`src/shared/dac_in_defs.svh`:
```
// Function
// Ten-bit straight binary samples, bit nine MSB
// Host keeps update rate at most 200 MSPS
// Mode pin low interleaved, high dual bus
// Dual bus: own bus, strobe, clock each
// Interleaved mode ignores channel B bus
// Strobe rise captures, clock moves to converter
// Clock edge at or before strobe edge
// Tying clock and strobe meets the ordering
// Steer high loads A, low loads B
// Unselected input register recirculates its value
// Host sends interleaved words at double rate
// Capture on strobe rise, transfer on fall
// Shared clock halved drives converter registers
// Pair reset holds halved clock low
// Gain share pin selects common bias resistor
// True gets code, complement gets 1023 minus code
// Output appears four cycles after strobe edge
// Steer from halved phase, A first
`ifndef DAC_IN_DEFS_SVH
`define DAC_IN_DEFS_SVH

`define DAC_WIDTH      10
`define DAC_CODE_MAX   10'h3FF
`define DAC_FIFO_DEPTH 8
`define DAC_LATENCY    4
`define DAC_MAX_MSPS   200
`define DAC_CLK_NS     40
`define DAC_EDGE_SEP_NS 2
`define DAC_EDGE_SEP_CYC \
  (((`DAC_EDGE_SEP_NS + `DAC_CLK_NS - 1) / `DAC_CLK_NS) < 1 ? 1 : \
   ((`DAC_EDGE_SEP_NS + `DAC_CLK_NS - 1) / `DAC_CLK_NS))
`define DAC_FLAG_A_BIT 21
`define DAC_FLAG_B_BIT 20

`endif

```
`src/shared/dac_in_pkg.sv`:
```
`include "dac_in_defs.svh"
package dac_in_pkg;

  // Bus input modes, one-hot
  typedef enum logic [1:0]
  {
    MODE_INTERLEAVED = 2'b01,
    MODE_DUAL        = 2'b10
  } mode_e;

  typedef logic [`DAC_WIDTH-1:0] code_t;

endpackage : dac_in_pkg

```
`src/logic/dual_dac_input_interface.sv`:
```
`timescale 1ns/10ps
`include "dac_in_defs.svh"
module dual_dac_input_interface
  import dac_in_pkg::*;
#(
  parameter int FIFO_DEPTH = `DAC_FIFO_DEPTH
)
(
  input  wire logic                  CLK_I,
  input  wire logic                  ARST_N_I,
  input  wire logic                  MODE_DUAL_I,
  input  wire logic [`DAC_WIDTH-1:0] PORT_A_I,
  input  wire logic [`DAC_WIDTH-1:0] PORT_B_I,
  input  wire logic                  WRITE_STROBE_CHAN_A_I,
  input  wire logic                  WRITE_STROBE_CHAN_B_I,
  input  wire logic                  UPDATE_CLOCK_CHAN_A_I,
  input  wire logic                  UPDATE_CLOCK_CHAN_B_I,
  input  wire logic                  PAIR_ALIGN_RESET_I,
  input  wire logic                  GAIN_SHARE_SELECT_I,
  input  wire logic                  SINK_READY_I,
  output      logic [`DAC_WIDTH-1:0] CODE_A_O,
  output      logic [`DAC_WIDTH-1:0] CODE_B_O,
  output      logic [`DAC_WIDTH-1:0] COMP_A_O,
  output      logic [`DAC_WIDTH-1:0] COMP_B_O,
  output      logic                  UPDATE_A_O,
  output      logic                  UPDATE_B_O,
  output      logic                  HALVED_CORE_CLOCK_O,
  output      logic                  CHANNEL_STEER_O,
  output      logic                  BIAS_NODE_B_USED_O,
  output      logic                  FIFO_READY_O
);

  localparam int FW = 2 + 2 * `DAC_WIDTH;

  // Complement code for the second output of a channel
  function automatic code_t comp_of(input code_t c);
    comp_of = `DAC_CODE_MAX - c;
  endfunction : comp_of

  mode_e       mode;
  logic        dual;
  logic        wa_q;
  logic        wb_q;
  logic        ca_q;
  logic        cb_q;
  logic        ca_d;
  logic        cb_d;
  logic        halved;
  code_t       in_a;
  code_t       in_b;
  code_t       conv_a;
  code_t       conv_b;
  logic        push_q;
  logic        ua_q;
  logic        ub_q;
  logic        fifo_in_ready;
  logic        fifo_out_valid;
  logic [FW-1:0] fifo_out;

  // Mode pin is static; its level picks the bus arrangement
  assign mode = MODE_DUAL_I ? MODE_DUAL : MODE_INTERLEAVED;
  assign dual = (mode == MODE_DUAL);

  // Edge detection on synchronous strobe and clock pins
  wire wa_rise = WRITE_STROBE_CHAN_A_I & ~wa_q;
  wire wa_fall = ~WRITE_STROBE_CHAN_A_I & wa_q;
  wire wb_rise = WRITE_STROBE_CHAN_B_I & ~wb_q;
  wire ca_rise = UPDATE_CLOCK_CHAN_A_I & ~ca_q;
  wire cb_rise = UPDATE_CLOCK_CHAN_B_I & ~cb_q;

  always_ff @(posedge CLK_I or negedge ARST_N_I)
  begin
    if (!ARST_N_I)
    begin
      wa_q <= 1'b0;
      wb_q <= 1'b0;
      ca_q <= 1'b0;
      cb_q <= 1'b0;
    end
    else
    begin
      wa_q <= WRITE_STROBE_CHAN_A_I;
      wb_q <= WRITE_STROBE_CHAN_B_I;
      ca_q <= UPDATE_CLOCK_CHAN_A_I;
      cb_q <= UPDATE_CLOCK_CHAN_B_I;
    end
  end

  // Shared clock halved; pair reset pins its phase low
  wire next_halved = PAIR_ALIGN_RESET_I ? 1'b0 :
                     (!dual && ca_rise) ? ~halved : halved;

  always_ff @(posedge CLK_I or negedge ARST_N_I)
  begin
    if (!ARST_N_I)
      halved <= 1'b0;
    else
      halved <= next_halved;
  end

  // Steer follows the halved phase, so A is first after reset
  wire steer = ~halved;

  // Capture enables; B bus is unused when interleaved
  wire cap_a = dual ? wa_rise : (wa_rise & steer);
  wire cap_b = dual ? wb_rise : (wa_rise & ~steer);
  wire [`DAC_WIDTH-1:0] src_b = dual ? PORT_B_I : PORT_A_I;

  // Unselected register feeds its own output back
  wire [`DAC_WIDTH-1:0] next_in_a = cap_a ? PORT_A_I : in_a;
  wire [`DAC_WIDTH-1:0] next_in_b = cap_b ? src_b : in_b;

  // Input registers; words pass as plain offset binary
  always_ff @(posedge CLK_I or negedge ARST_N_I)
  begin
    if (!ARST_N_I)
    begin
      in_a <= '0;
      in_b <= '0;
    end
    else
    begin
      in_a <= next_in_a;
      in_b <= next_in_b;
    end
  end

  // Clock rise is delayed one cycle so a clock tied to the strobe
  // moves the word just captured, not the one before it
  always_ff @(posedge CLK_I or negedge ARST_N_I)
  begin
    if (!ARST_N_I)
    begin
      ca_d <= 1'b0;
      cb_d <= 1'b0;
    end
    else
    begin
      ca_d <= dual & ca_rise;
      cb_d <= dual & cb_rise;
    end
  end

  // Interleaved pair moves on the strobe fall that ends the B write
  wire xfer_pair = !dual && wa_fall && !halved && !PAIR_ALIGN_RESET_I;

  // A full FIFO stalls transfers; the stalled update is dropped
  wire stall  = push_q & ~fifo_in_ready;
  wire xfer_a = ((dual & ca_d) | xfer_pair) & ~stall;
  wire xfer_b = ((dual & cb_d) | xfer_pair) & ~stall;

  wire next_push = (xfer_a | xfer_b) ? 1'b1 :
                   (fifo_in_ready ? 1'b0 : push_q);

  // Converter registers and the pending push toward the FIFO
  always_ff @(posedge CLK_I or negedge ARST_N_I)
  begin
    if (!ARST_N_I)
    begin
      conv_a <= '0;
      conv_b <= '0;
      push_q <= 1'b0;
      ua_q   <= 1'b0;
      ub_q   <= 1'b0;
    end
    else
    begin
      if (xfer_a)
        conv_a <= in_a;
      if (xfer_b)
        conv_b <= in_b;
      push_q <= next_push;
      if (xfer_a | xfer_b)
      begin
        ua_q <= xfer_a;
        ub_q <= xfer_b;
      end
    end
  end

  // Buffer between the converter registers and the output stage
  sample_fifo
  #(
    .WIDTH (FW),
    .DEPTH (FIFO_DEPTH)
  )
  u_fifo
  (
    .clk_i       (CLK_I),
    .arst_n_i    (ARST_N_I),
    .in_valid_i  (push_q),
    .in_ready_o  (fifo_in_ready),
    .in_data_i   ({ua_q, ub_q, conv_a, conv_b}),
    .out_valid_o (fifo_out_valid),
    .out_ready_i (SINK_READY_I),
    .out_data_o  (fifo_out)
  );

  // Output stage; a sink that holds off backs the FIFO up
  wire   out_load = fifo_out_valid & SINK_READY_I;
  wire   word_ua  = fifo_out[`DAC_FLAG_A_BIT];
  wire   word_ub  = fifo_out[`DAC_FLAG_B_BIT];
  code_t word_a;
  code_t word_b;
  assign word_a = fifo_out[2*`DAC_WIDTH-1:`DAC_WIDTH];
  assign word_b = fifo_out[`DAC_WIDTH-1:0];

  always_ff @(posedge CLK_I or negedge ARST_N_I)
  begin
    if (!ARST_N_I)
    begin
      CODE_A_O   <= '0;
      CODE_B_O   <= '0;
      COMP_A_O   <= `DAC_CODE_MAX;
      COMP_B_O   <= `DAC_CODE_MAX;
      UPDATE_A_O <= 1'b0;
      UPDATE_B_O <= 1'b0;
    end
    else
    begin
      UPDATE_A_O <= out_load & word_ua;
      UPDATE_B_O <= out_load & word_ub;
      if (out_load & word_ua)
      begin
        CODE_A_O <= word_a;
        COMP_A_O <= comp_of(word_a);
      end
      if (out_load & word_ub)
      begin
        CODE_B_O <= word_b;
        COMP_B_O <= comp_of(word_b);
      end
    end
  end

  // Status levels; bias node B is used only in independent gain
  always_ff @(posedge CLK_I or negedge ARST_N_I)
  begin
    if (!ARST_N_I)
    begin
      BIAS_NODE_B_USED_O  <= 1'b0;
      HALVED_CORE_CLOCK_O <= 1'b0;
      CHANNEL_STEER_O     <= 1'b1;
    end
    else
    begin
      BIAS_NODE_B_USED_O  <= ~GAIN_SHARE_SELECT_I;
      HALVED_CORE_CLOCK_O <= next_halved;
      CHANNEL_STEER_O     <= ~next_halved;
    end
  end

  assign FIFO_READY_O = fifo_in_ready;
endmodule : dual_dac_input_interface

```
`src/logic/sample_fifo.sv`:
```
`timescale 1ns/10ps
module sample_fifo
#(
  parameter int WIDTH = 22,
  parameter int DEPTH = 8
)
(
  input  wire logic             clk_i,
  input  wire logic             arst_n_i,
  input  wire logic             in_valid_i,
  output      logic             in_ready_o,
  input  wire logic [WIDTH-1:0] in_data_i,
  output      logic             out_valid_o,
  input  wire logic             out_ready_i,
  output      logic [WIDTH-1:0] out_data_o
);

  localparam int AW = (DEPTH > 1) ? $clog2(DEPTH) : 1;

  logic [WIDTH-1:0] mem [DEPTH];
  logic [AW-1:0]    wr_ptr;
  logic [AW-1:0]    rd_ptr;
  logic [AW:0]      count;

  wire do_push = in_valid_i & in_ready_o;
  wire do_pop  = out_valid_o & out_ready_i;

  // Full and empty come straight from the occupancy count
  // Count is one bit wider than the pointers so DEPTH itself fits
  assign in_ready_o  = (count != (AW+1)'(DEPTH));
  assign out_valid_o = (count != '0);
  assign out_data_o  = mem[rd_ptr];

  // Storage is written only, never reset, to stay a plain RAM
  always_ff @(posedge clk_i)
  begin
    if (do_push)
      mem[wr_ptr] <= in_data_i;
  end

  // Pointers wrap at DEPTH, which need not be a power of two
  always_ff @(posedge clk_i or negedge arst_n_i)
  begin
    if (!arst_n_i)
    begin
      wr_ptr <= '0;
      rd_ptr <= '0;
      count  <= '0;
    end
    else
    begin
      if (do_push)
        wr_ptr <= (wr_ptr == AW'(DEPTH-1)) ? '0 : wr_ptr + AW'(1);
      if (do_pop)
        rd_ptr <= (rd_ptr == AW'(DEPTH-1)) ? '0 : rd_ptr + AW'(1);
      if (do_push && !do_pop)
        count <= count + (AW+1)'(1);
      else if (do_pop && !do_push)
        count <= count - (AW+1)'(1);
    end
  end

endmodule : sample_fifo

```
`config.mk`:
```
export PLATFORM = sky130hd
export DESIGN_NAME = dual_dac_input_interface
export DESIGN_NICKNAME = d
export VERILOG_FILES = /design/src/shared/dac_in_pkg.sv /design/src/logic/dual_dac_input_interface.sv /design/src/logic/sample_fifo.sv
export VERILOG_INCLUDE_DIRS = /design/src /design/src/shared
export SDC_FILE = /design/constraint.sdc
export NUM_CORES = 1
export LEC_CHECK = 0
export ABC_CLOCK_PERIOD_IN_PS = 2600
export BUFFER_PORTS_ARGS = -buffer_cell sky130_fd_sc_hd__buf_2
export CORE_ASPECT_RATIO = 1.75
export CORE_MARGIN = 5
export CORE_UTILIZATION = 40
export DETAILED_ROUTE_END_ITERATION = 6
export SLEW_MARGIN = 20
export SYNTH_ARGS = -nofsm -noshare
export SYNTH_HDL_FRONTEND = slang
export SYNTH_SLANG_ARGS = --single-unit
```
`constraint.sdc`:
```
create_clock -name CLK_I -period 2.6 [get_ports CLK_I]
set_input_delay 0.13 -clock CLK_I [delete_from_list [all_inputs] [get_ports CLK_I]]
set_output_delay 0.13 -clock CLK_I [all_outputs]
set_load 0.05 [all_outputs]
```
== After elaboration in Yosys (flattened, before gate mapping) ==
Memories as Yosys holds them, arrays and structs flattened.
Cells that the tools add are included.

* Register bits after elaboration: 104
* Bits in writable memories: 176
* Input bits: 30
* Output and inout bits: 46
* Word-level logic and storage cells: 95
* Memories kept: 1

* Add/subtract/negate cells: 6
* Equal/unequal tests: 4
* Multiplexer cells: 14
* Bitwise operators: 31
* Reductions and logical operators: 14

{| class="wikitable"
|+ Memory list
! name !! depth !! width !! read ports !! clocked after Yosys merged registers in !! wr ports !! line !! text
|-
| u_fifo.mem || 8 || 22 || 1 || 0 || 1 || sample_fifo.sv:20 || <nowiki>logic [WIDTH-1:0] mem [DEPTH];</nowiki>
|}

{| class="wikitable"
|+ Operators by type and width
! operator !! number
|-
| $sub 10x10->10 const A || 2
|-
| $and 1x1->1 || 18
|-
| $mux 10 || 1
|-
| $not 1->1 || 10
|-
| $mux 1 || 8
|-
| $mux 4 || 2
|-
| $add 3x1->3 const B || 2
|-
| $eq 3x3->1 const B || 2
|-
| $logic_and 1x1->1 || 6
|-
| $mux 3 || 2
|-
| $logic_not 1->1 || 5
|-
| $add 4x1->4 const B || 1
|-
| $ne 4x4->1 const B || 1
|-
| $reduce_bool 2->1 || 2
|-
| $reduce_bool 4->1 || 1
|-
| $sub 4x1->4 const B || 1
|-
| $or 1x1->1 || 3
|-
| $eq 2x2->1 const B || 1
|-
| $mux 2 || 1
|}

== Depth between registers and ports, before layout ==
Gate-level depths: netlist (run 1).

* Depth in word-level cells: 10
* Gate-level depth with buffers: 10
* Depth with buffers taken out: 10

== Hierarchy ==
Synthesis (run 1) repeated with hierarchy kept, for this count alone.

* Cells, all modules: 565
* Area total of the unflattened synthesis: 11113.2 sq um

{| class="wikitable"
|+ Modules (own cells, without submodules)
! module !! instances !! cells each !! area an instance (sq um) !! seq. area each (sq um)
|-
| sample_fifo || 1 || 319 || 7419.6 || 5535.3
|-
| dual_dac_input_interface || 1 || 246 || 3693.5 || 2378.5
|}

== Least setup slack after synthesis (run 1) ==
OpenSTA, ideal clock, no wires.

* Path type: register to register
* Start: register u_fifo.count[3]
* End: memory u_fifo.mem[0][0] (enable)
* Library setup time: 0.429 ns
* Arrival time: 2.602 ns
* Data required time: 2.171 ns
* Slack: -0.430 ns
* Stages on the path, launching flop included: 6
* Path buffers: 0
* Clock period less this slack: 3.030 ns
* Cells stage by stage: dfrtp_1 > or4b_4 > nand2_1 > inv_1 > nand2b_1 > nor3_1

* Cells in the longest elaborated chain, start to end: 4

{| class="wikitable"
|+ Ends and longest elaborated chain
! item !! line !! text
|-
| from (decl) || sample_fifo.sv:23 || <nowiki>logic [AW:0] count;</nowiki>
|-
| from (signal assigned) || sample_fifo.sv:57 || <nowiki>count <= count + (AW+1)'(1);</nowiki>
|-
| from (signal assigned) || sample_fifo.sv:59 || <nowiki>count <= count - (AW+1)'(1);</nowiki>
|-
| $ne 4x4->1 || sample_fifo.sv:30 || <nowiki>assign in_ready_o = (count != (AW+1)'(DEPTH));</nowiki>
|-
| named net FIFO_READY_O || dual_dac_input_interface.sv:30 || <nowiki>output logic FIFO_READY_O</nowiki>
|-
| $and 1x1->1 || sample_fifo.sv:25 || <nowiki>wire do_push = in_valid_i & in_ready_o;</nowiki>
|-
| named net u_fifo.do_push || sample_fifo.sv:25 ||
|-
| $mux 1 || sample_fifo.sv:37 || <nowiki>if (do_push)</nowiki>
|-
| $mux 1 (implied by the code) || sample_fifo.sv:38 || <nowiki>mem[wr_ptr] <= in_data_i;</nowiki>
|-
| to (decl) || sample_fifo.sv:20 ||
|}

The timed path passes the listed nets, and every way through them passes these cells.

== Worst setup path after layout (run 1) ==
* Start: register u_fifo.count[1]
* End: register u_fifo.count[3]

* Cells in the longest elaborated chain, start to end: 5
* Elaborated cells on any way between the ends: 13
* Those cells by class: 2 x add/sub; 1 x eq/ne; 2 x mux; 2 x bitwise; 6 x reduce/logical

{| class="wikitable"
|+ Ends and longest elaborated chain
! item !! line !! text
|-
| $ne 4x4->1 (*) || sample_fifo.sv:30 ||
|-
| $and 1x1->1 (*) || sample_fifo.sv:25 ||
|-
| named net u_fifo.do_push || sample_fifo.sv:25 ||
|-
| $logic_not 1->1 || sample_fifo.sv:58 || <nowiki>else if (do_pop && !do_push)</nowiki>
|-
| $logic_and 1x1->1 || sample_fifo.sv:58 ||
|-
| $reduce_bool 2->1 (no source line) || -- ||
|}

Mark *: on every way through the listed nets, which the timed path passes. The rest lies on a longest branch. The select of a mux whose other input is x is not followed.
A chain may end at the register's enable or synchronous reset.

==> out/summary.txt, run 1 <==
Status -> finished clean
CTS buffer count -> 26
Detailed Place HPWL -> 14.03 mm
Xor-xnor portion of the synthesized cell area -> 0.3197%
Global-route wire length before repair -> 35.54 mm
WL final -> 21.78 mm
Synthesized instance count -> 580
Die width -> 135.1 um
WS Path Type -> flop to flop
Largest net degree at the start of global routing -> 60
Post-synth ARST share -> 37.14%
Worst Hold Class -> input pin to flop
Largest family of logic cells by synthesized area -> multiplexers
Largest cells by area after synthesis -> edfxtp_1 48%, dfrtp_1 19%, mux4_2 8.6%
Global router's overall resource usage -> 14.61%
Num Clock Sinks -> 280
Diodes inserted -> 0
Sequential element share of the synthesized area -> 72.22%
Pwr Density -> 1202 nW/um2
Boundary pin count -> 76
WP data required -> 3.04 ns
Iteration-0 DRC Markers -> 263
Cell taking the most area after synthesis -> edfxtp_1
Mapped Avg Cell Area -> 18.89 um2
Fin crit period -> 2.440 ns
Grt ovf -> 0
Detailed-route via count -> 5,497
Synth Area in Simple Gates -> 2.489%
Final setup viols -> 0
Tcrit/Tclk final -> 93.86%
Post-Syn Area -> 10,960 um2
Root Driver -> clkbuf_16
Clk buf depth -> 3
Clk_lat worst skew -> 0.53 ns
Clock Skew -> 0.01636 ns
Synth warn -> 0
Adder-cell area share of the yosys netlist -> 0.9820%
Port buffer count -> 75
Wire per inst -> 19.89 um
CTS tree -> built
Htree depth -> 1
RD Place Congestion -> 0.7217
CP Max Fanout -> 5
Via density -> 5.020
Worst setup SP type -> flop
Initial antenna violation count -> 0
Area growth syn-to-layout -> 19.29%
Synth Area in Compound Gates -> 3.585%
RSZ-0062 raised after global routing -> no
Synth Flop Type -> edfxtp_1
Nets -> 744
DRT antenna net count -> 0
Mapped Nets -> 618
Height of the die -> 229.0 um
Initial Util -> 40.40%
Layout cell share with drive strength beyond 1 -> 40.91%
Drt first pass iters -> 4
Worst slew pin tran -> 0.6644 ns
Worst hold slack -> 0.06726 ns
Synthesis-stage register bit count -> 280
Leak -> 0.004810 uW
Commonest cells post-synth -> 176 x edfxtp_1, 83 x dfrtp_1, 54 x mux2_2, 42 x mux4_2, 24 x o21ai_0
Core ar. -> 27,130 um2
Synth cell types -> 37
Slew HR -> 55.71%
Pins Over Slew Limit -> 0
Clock slew at the register clock pins of the worst setup and hold paths -> 0.06 ns
Die ar. -> 30,940 um2
Highest Clock Rate -> 409.8 MHz
Arr. time, crit path -> 2.88 ns
Row Count -> 80
Top cell type's share of synthesized area -> 48.23%
Hold Violations, Final -> 0
Worst setup EP type -> flop
DRC viols -> 0
Count leader, synth -> edfxtp_1
Post-synth EDFFs -> 176
Max Cap Viol -> 0
Multiplexer share of the synthesized area -> 18.38%
Vias in the first global route -> 6,301
Post-route setup TNS -> 0 ns
Peak supply drop -> 0.5260 mV
[cells in the final DEF, fill, tap and decap left out, types with 5 or more instances in the layout]
master         instances
edfxtp_1             176
dfrtp_1               81
buf_2                 74
mux2_2                54
mux4_2                42
clkbuf_16             27
dlygate4sd3_1         27
buf_4                 25
o21ai_0               24
dfstp_2               21
o31ai_1               20
mux2i_1               19
nor2_1                18
mux2_4                18
nand2_1               13
a21oi_1               10
nand2b_1               8
inv_1                  7
ha_1                   6
clkinvlp_4             5
[worst max-delay path, stage by stage, from the launching register on]
cell     delay (ns)
dfrtp_1        0.38
or4b_4         0.56
nand2_4        0.10
inv_1          0.08
ha_2           0.19
inv_1          0.08
buf_4          0.13
ha_1           0.27
a21oi_2        0.17
mux2i_1        0.24
xnor2_1        0.15
[final cells by class]
type / count / area, um2
clock buffers: 28 / 689.4
flip-flops and latches: 280 / 7916
repair buffers: 129 / 888.4
clock inverters: 20 / 224.0
well taps: 369 / 461.7
multi-input cells: 262 / 2865
fillers: 2250 / 14050
inverters: 7 / 26.28
[routing by layer]
layer	GRT usage [%]	wire length, um
met3	2.555	930
met5	0	0
met4	4.224	450
met2	26.96	11900
met1	17.20	8502
[registers in the layout, summed over array words and instances, names as in the netlist, 3 cells and up]
| signal | count |
|---|---|
| conv_b | 10 |
| conv_a | 10 |
| CODE_B_O | 10 |
| u_fifo.wr_ptr | 3 |
| u_fifo.rd_ptr | 3 |
| CODE_A_O | 10 |
| in_b | 10 |
| COMP_A_O | 10 |
| u_fifo.count | 4 |
| COMP_B_O | 10 |
| u_fifo.mem | 176 |
| in_a | 10 |
[worst paths after layout]
check                      cells after the start         endpoint            start  slack, ns
max                                           10  u_fifo.count[3]  u_fifo.count[1]       0.16
min                                            4           push_q      MODE_DUAL_I       0.07
max reg2reg                                   10  u_fifo.count[3]  u_fifo.count[1]       0.16
min reg2reg                                    2      COMP_A_O[8]      COMP_A_O[8]       0.49
max in group asynchronous                      3  CHANNEL_STEER_O         ARST_N_I       1.68
min in group asynchronous                      2      CODE_A_O[5]         ARST_N_I       0.17
[power by group]
part / internal, uW / switching, uW / leakage (uW)
Sequential: 5940 / 747 / 0.00278
Clock: 2330 / 1670 / 0.000431
Combinational: 2120 / 2900 / 0.00160
Total: 10400 / 5310 / 0.00481
[through the flow]
stage	utilization [%]	cells	instance area (um2)	total power, uW	worst slack [ns]
2_1_floorplan	-	580	10990	10490	0.008129
5_1_grt	48.19	1095	13070	16530	0.005412
6_report	48.19	1095	13070	15710	0.1597
3_3_place_gp	43.72	1018	11860	11600	0.2327
4_1_cts	48.08	1093	13040	15910	0.06609
3_5_place_dp	43.72	1018	11860	11830	0.09529
[repair_timing]
action | 4_1_cts | 5_1_grt
endpoints found under the hold margin | 55 | 0
setup buffers | 0 | 2
resized for setup | 0 | 2
setup endpoints to repair | 0 | 1
hold buffers | 27 | 0
[cells by family after synthesis]
logic type,count (synthesis)
and+or+nand+nor,53
adders and majority gates,8
xor gates and xnor gates,4
muxes,133
AOI/OAI and AO/OA,64
buffers and inverters,38
DFF,280
Power figures use the tool's default switching activity.
==> run 2: changes to the inputs <==
Settings changed: CORE_MARGIN 5 to 4.
==> run 2 against run 1 <==
Net effect: combinational power fell by 1%; critical path depth did not move; wire length fell by 4.4%; total power fell by 3.2%; first-iteration DRC count fell by 1.9%; non-clock buffer count fell by 3; utilization barely moved; clock power fell by 11%; critical endpoint unchanged.
==> out/summary.txt, run 2 (same netlist as run 1, synthesis figures left out) <==
Die ar. -> 30,210 um2
Post-route setup TNS -> 0 ns
Leak -> 0.004749 uW
Die width -> 133.1 um
Detailed-route via count -> 5,445
Pwr Density -> 1178 nW/um2
Grt ovf -> 0
Boundary pin count -> 76
Pins Over Slew Limit -> 0
Highest Clock Rate -> 405.9 MHz
DRT antenna net count -> 0
Layout cell share with drive strength beyond 1 -> 39.58%
Drt first pass iters -> 4
Final setup viols -> 0
Post-CTS Setup Bufs -> 0
Worst setup SP type -> flop
Hold Violations, Final -> 0
Worst stage delay on the critical path -> 0.58 ns
WP data required -> 3.04 ns
Nets -> 740
Largest Register -> u_fifo.mem
WL final -> 20.83 mm
Arr. time, crit path -> 2.90 ns
Most common cell after layout, fill and taps aside -> edfxtp_1
Fin crit period -> 2.463 ns
CTS buffer count -> 25
Initial antenna violation count -> 0
Fillers -> 2,237
Initial Util -> 40.91%
Clk_lat worst skew -> 0.52 ns
Slew HR -> 29.35%
Area growth syn-to-layout -> 17.81%
Port buffer count -> 75
Worst slew pin tran -> 1.060 ns
CP Max Fanout -> 5
Iteration-0 DRC Markers -> 258
Row Count -> 79
Clock Skew -> 0.009115 ns
Clk buf depth -> 3
Largest net degree at the start of global routing -> 59
Peak supply drop -> 0.5314 mV
Final Util -> 48.19%
Clock slew at the register clock pins of the worst setup and hold paths -> 0.06 ns
Post-DP Area -> 11,830 um2
Global-route wire length before repair -> 33.31 mm
DRC viols -> 0
Tcrit/Tclk final -> 94.75%
Root Driver -> clkbuf_16
Max Cap Viol -> 0
Status -> finished clean
Final instance area -> 12,910 um2
Diodes inserted -> 0
Via density -> 5.023
WS Path Type -> flop to flop
Num Clock Sinks -> 280
Global router's overall resource usage -> 14.18%
Cell Chain, Critical Path -> or4b_4 -> nand2_4 -> inv_1 -> ha_2 -> inv_2 -> ha_1 -> a21o_1 -> a21oi_2 -> mux2i_1 -> xnor2_1
CTS tree -> built
Vias in the first global route -> 5,931
Worst hold slack -> 0.02422 ns
CP max-delay cell -> or4b_4
Worst setup EP type -> flop
RD Place Congestion -> 0.7652
Height of the die -> 227.0 um
RSZ-0062 raised after global routing -> no
Detailed Place HPWL -> 13.46 mm
Commonest non-fill, non-tap cells in the layout -> 176 x edfxtp_1, 81 x dfrtp_1, 74 x buf_2
Max FFs per register -> 176
Total power -> 15,210 uW
Worst Hold Class -> input pin to flop
Wire per inst -> 19.21 um
Htree depth -> 1
Core ar. -> 26,790 um2
==> run 2: critical path: cells and delay by family (launching register included) <==
family / cells / cell delay [ns]
multiplexers: 1 / 0.22
flip-flops: 1 / 0.37
XOR/XNOR: 1 / 0.14
buffers and inverters: 2 / 0.18
adder cells (fa/ha/maj): 2 / 0.44
AND/OR/NAND/NOR: 2 / 0.69
AO/OA/AOI/OAI: 2 / 0.33
==> run 2: final cells by class <==
class	instances	area, um2	share of cell area [%]
tap	364	455.4	3.528
inverter	7	26.28	0.2035
clock buffer	35	693.2	5.369
sequential	280	7916	61.32
timing repair buffer	126	853.3	6.610
multi-input combinational	262	2858	22.14
clock inverter	10	107.6	0.8335
==> run 2: path summary, 6_finish.rpt <==
check / endpoint / slack [ns] / start / cells after the start
hold / removal: push_q / 0.02 / MODE_DUAL_I / 4
setup reg to reg: u_fifo.count[3] / 0.14 / u_fifo.count[2] / 10
max in group asynchronous: CHANNEL_STEER_O / 1.68 / ARST_N_I / 3
hold reg to reg: COMP_B_O[2] / 0.49 / COMP_B_O[2] / 2
setup / recovery: u_fifo.count[3] / 0.14 / u_fifo.count[2] / 10
min in group asynchronous: BIAS_NODE_B_USED_O / 0.15 / ARST_N_I / 2
==> run 2: power by group <==
| group | internal, uW | switching [uW] |
|---|---|---|
| logic | 2090 | 2880 |
| clock network | 2060 | 1520 |
| registers | 5940 | 724 |
==> run 2: through the flow <==
stage	setup slack [ns]	std cells
floorplan	0.008129	580
global placement	0.1296	1012
detailed placement	0.02790	1012
CTS	0.006740	1084
global route	0.01843	1084
finish	0.1366	1084
==> run 2: per-layer routing <==
metal	track usage [%]	part of all wire (%)
met1	16.50	39
met2	26.77	54
met3	2.256	4.6
met4	4.484	2.1
met5	0	0
==> run 2: repair_timing <==
item	in CTS	in global routing
gates resized for setup	0	3
endpoints found under the setup margin	0	1
endpoints found under the hold margin	55	0
hold buffers	27	0
==> run 3: changes to the inputs <==
Settings changed: ABC_AREA set to 1, PLACE_DENSITY set to 0.66.
==> run 3 against run 2 <==
Net effect: total power up 6.1%; critical path depth is 2 higher; synthesized cell count is 97% higher; first-iteration DRC count grew 95%; combinational power increased by 19%; largest power group unchanged; wire length is 24% higher; sequential power is 4.6% lower.
==> out/summary.txt, run 3 <==
Status -> finished clean
Worst stage delay on the critical path -> 0.43 ns
Arr. time, crit path -> 2.69 ns
Initial antenna violation count -> 0
Synthesis-stage register bit count -> 280
Slew HR -> 49.60%
Worst path bufs/invs -> 2
Max FFs per register -> 176
Num Clock Sinks -> 280
Row Count -> 83
WS Path Type -> flop to flop
Nets -> 1,286
Highest Clock Rate -> 439.8 MHz
Vias in the first global route -> 7,761
CP Max Fanout -> 5
Largest net degree at the start of global routing -> 60
Top cell type's share of synthesized area -> 44.32%
Leak -> 0.006137 uW
DRC viols -> 0
Commonest cells post-synth -> 444 x nand2_1, 176 x edfxtp_1, 169 x nand3_1, 83 x dfrtp_1, 56 x inv_1
Cell taking the most area after synthesis -> edfxtp_1
Pwr Density -> 1161 nW/um2
Core ar. -> 29,390 um2
R2R Setup Slk -> 0.33 ns
Die width -> 138.5 um
Pins Over Slew Limit -> 0
Largest cells by area after synthesis -> edfxtp_1 44%, dfrtp_1 17%, nand2_1 14%
CP max-delay cell -> dfrtp_1
Tcrit/Tclk final -> 87.44%
Worst slew pin tran -> 0.7542 ns
Global-route wire length before repair -> 41.66 mm
Sequential element share of the synthesized area -> 66.37%
Fin crit period -> 2.274 ns
Cell total after placement -> 1,564
Iteration-0 DRC Markers -> 502
Wire per inst -> 15.60 um
WP data required -> 3.02 ns
Cell Chain, Critical Path -> nor2_1 -> nand3_1 -> nand2_1 -> inv_1 -> ha_1 -> inv_1 -> ha_1 -> nand3_1 -> nand3_1 -> and2_1 -> o21ai_0 -> o21ai_0
Cell repeated most along the worst path -> nand3_1
Boundary pin count -> 76
Routed met1 length -> 10.65 mm
Highest Signal Layer -> met4
Via density -> 4.881
Post-route setup TNS -> 0 ns
Clock Skew -> 0.01412 ns
Clk_lat worst skew -> 0.54 ns
Worst setup EP type -> flop
Clk buf depth -> 3
RSZ-0062 raised after global routing -> no
Final Util -> 47.28%
Commonest non-fill, non-tap cells in the layout -> 444 x nand2_1, 176 x edfxtp_1, 169 x nand3_1
Share of power burned in registers -> 39.4%
Non-Filler Instances -> 1,650
Height of the die -> 236.4 um
Post-Syn Area -> 11,920 um2
Root Driver -> clkbuf_16
Synth warn -> 0
Worst setup SP type -> flop
Internal power -> 9702 uW
Peak supply drop -> 0.5241 mV
Post-synth ARST share -> 37.14%
Layout cell share with drive strength beyond 1 -> 17.74%
DR WL met2 -> 13.31 mm
Area growth syn-to-layout -> 16.53%
Gate power share -> 36.6%
DRT antenna net count -> 0
CTS buffer count -> 26
Worst Hold Class -> input pin to async pin
Synth Flop Type -> edfxtp_1
Grt ovf -> 0
Clk pwr share -> 24.0%
Count leader, synth -> nand2_1
Detailed-route via count -> 8,054
Clock slew at the register clock pins of the worst setup and hold paths -> 0.07 ns
Max Cap Viol -> 0
Switching share of power -> 39.88%
Largest Register -> u_fifo.mem
Synth cell types -> 30
Global router's overall resource usage -> 15.71%
Final setup viols -> 0
Psw -> 6436 uW
CTS tree -> built
CP delay by family, top -> simple AND/OR/NAND/NOR gates
Synthesized instance count -> 1,142
Post-synth EDFFs -> 176
Die ar. -> 32,740 um2
Initial Util -> 40.57%
Drt first pass iters -> 4
WL final -> 25.74 mm
Port buffer count -> 75
Post-placement worst setup slack -> 0.3485 ns
Htree depth -> 1
Diodes inserted -> 0
Detailed Place HPWL -> 15.91 mm
WL met3 -> 1.060 mm
Hold Violations, Final -> 0
Mapped Avg Cell Area -> 10.44 um2
Mapped Nets -> 1,180
RD Place Congestion -> 0.8083
Most common cell after layout, fill and taps aside -> nand2_1
Final worst slack -> 0.3264 ns
-- run 3: per-layer routing --
layer | vias up | track usage (%)
met5 | - | 0
met4 | 0 | 5.874
met3 | 41 | 1.927
met2 | 170 | 28.30
met1 | 3843 | 19.21
li1 | 4000 | -
-- run 3: area by class of cell --
| cell class | count | area, um2 |
|---|---|---|
| Clock buffer | 41 | 817.0 |
| Clock inverter | 7 | 75.07 |
| Fill cell | 2662 | 15490 |
| Inverter | 60 | 227.7 |
| Multi-Input combinational cell | 741 | 3416 |
| Sequential cell | 280 | 7915 |
| Tap cell | 382 | 478.0 |
| Timing Repair Buffer | 139 | 965.9 |
-- run 3: metrics by stage --
stage / total power, uW / hold slack, ns / cell area (um2)
2_1_floorplan: 11000 / -0.1656 / 11920
3_3_place_gp: 12240 / 0.1906 / 12620
3_5_place_dp: 12360 / 0.1982 / 12620
4_1_cts: 16310 / 0.1706 / 13890
5_1_grt: 17230 / 0.2358 / 13890
6_report: 16140 / 0.1785 / 13890
-- run 3: cells by family (layout without fill, tap and decap cells) --
kind of cell,Yosys count,count (layout),synth area share [%]
buf+inv,121,247,5.152
simple gates,679,679,24.99
xor+xnor,3,3,0.2204
compound gates,51,51,2.361
fa+ha+maj,8,8,0.9024
flops,280,280,66.37
-- run 3: path summary, 6_finish.rpt --
kind,from,endpoint,depth (start not counted)
setup / recovery,u_fifo.count[0],u_fifo.count[3],12
hold / removal,ARST_N_I,CODE_A_O[1],2
setup reg to reg,u_fifo.count[0],u_fifo.count[3],12
hold reg to reg,cb_q,cb_d,1
max in group asynchronous,ARST_N_I,CHANNEL_STEER_O,3
min in group CLK_I,WRITE_STROBE_CHAN_A_I,wa_q,2
-- run 3: power by group through the flow --
stage | sequential, uW | clock (uW) | combinational [uW]
2_1_floorplan | 7240 | 0 | 3750
3_3_place_gp | 6430 | 0 | 5810
3_5_place_dp | 6450 | 0 | 5900
4_1_cts | 6370 | 3980 | 5960
5_1_grt | 6460 | 4150 | 6620
6_report | 6360 | 3870 | 5900
-- run 3: timing repair --
item | 4_1_cts | 5_1_grt
setup buffers | 0 | 0
hold buffers | 38 | 0
gates resized for setup | 0 | 0
hold endpoints to repair | 54 | 0
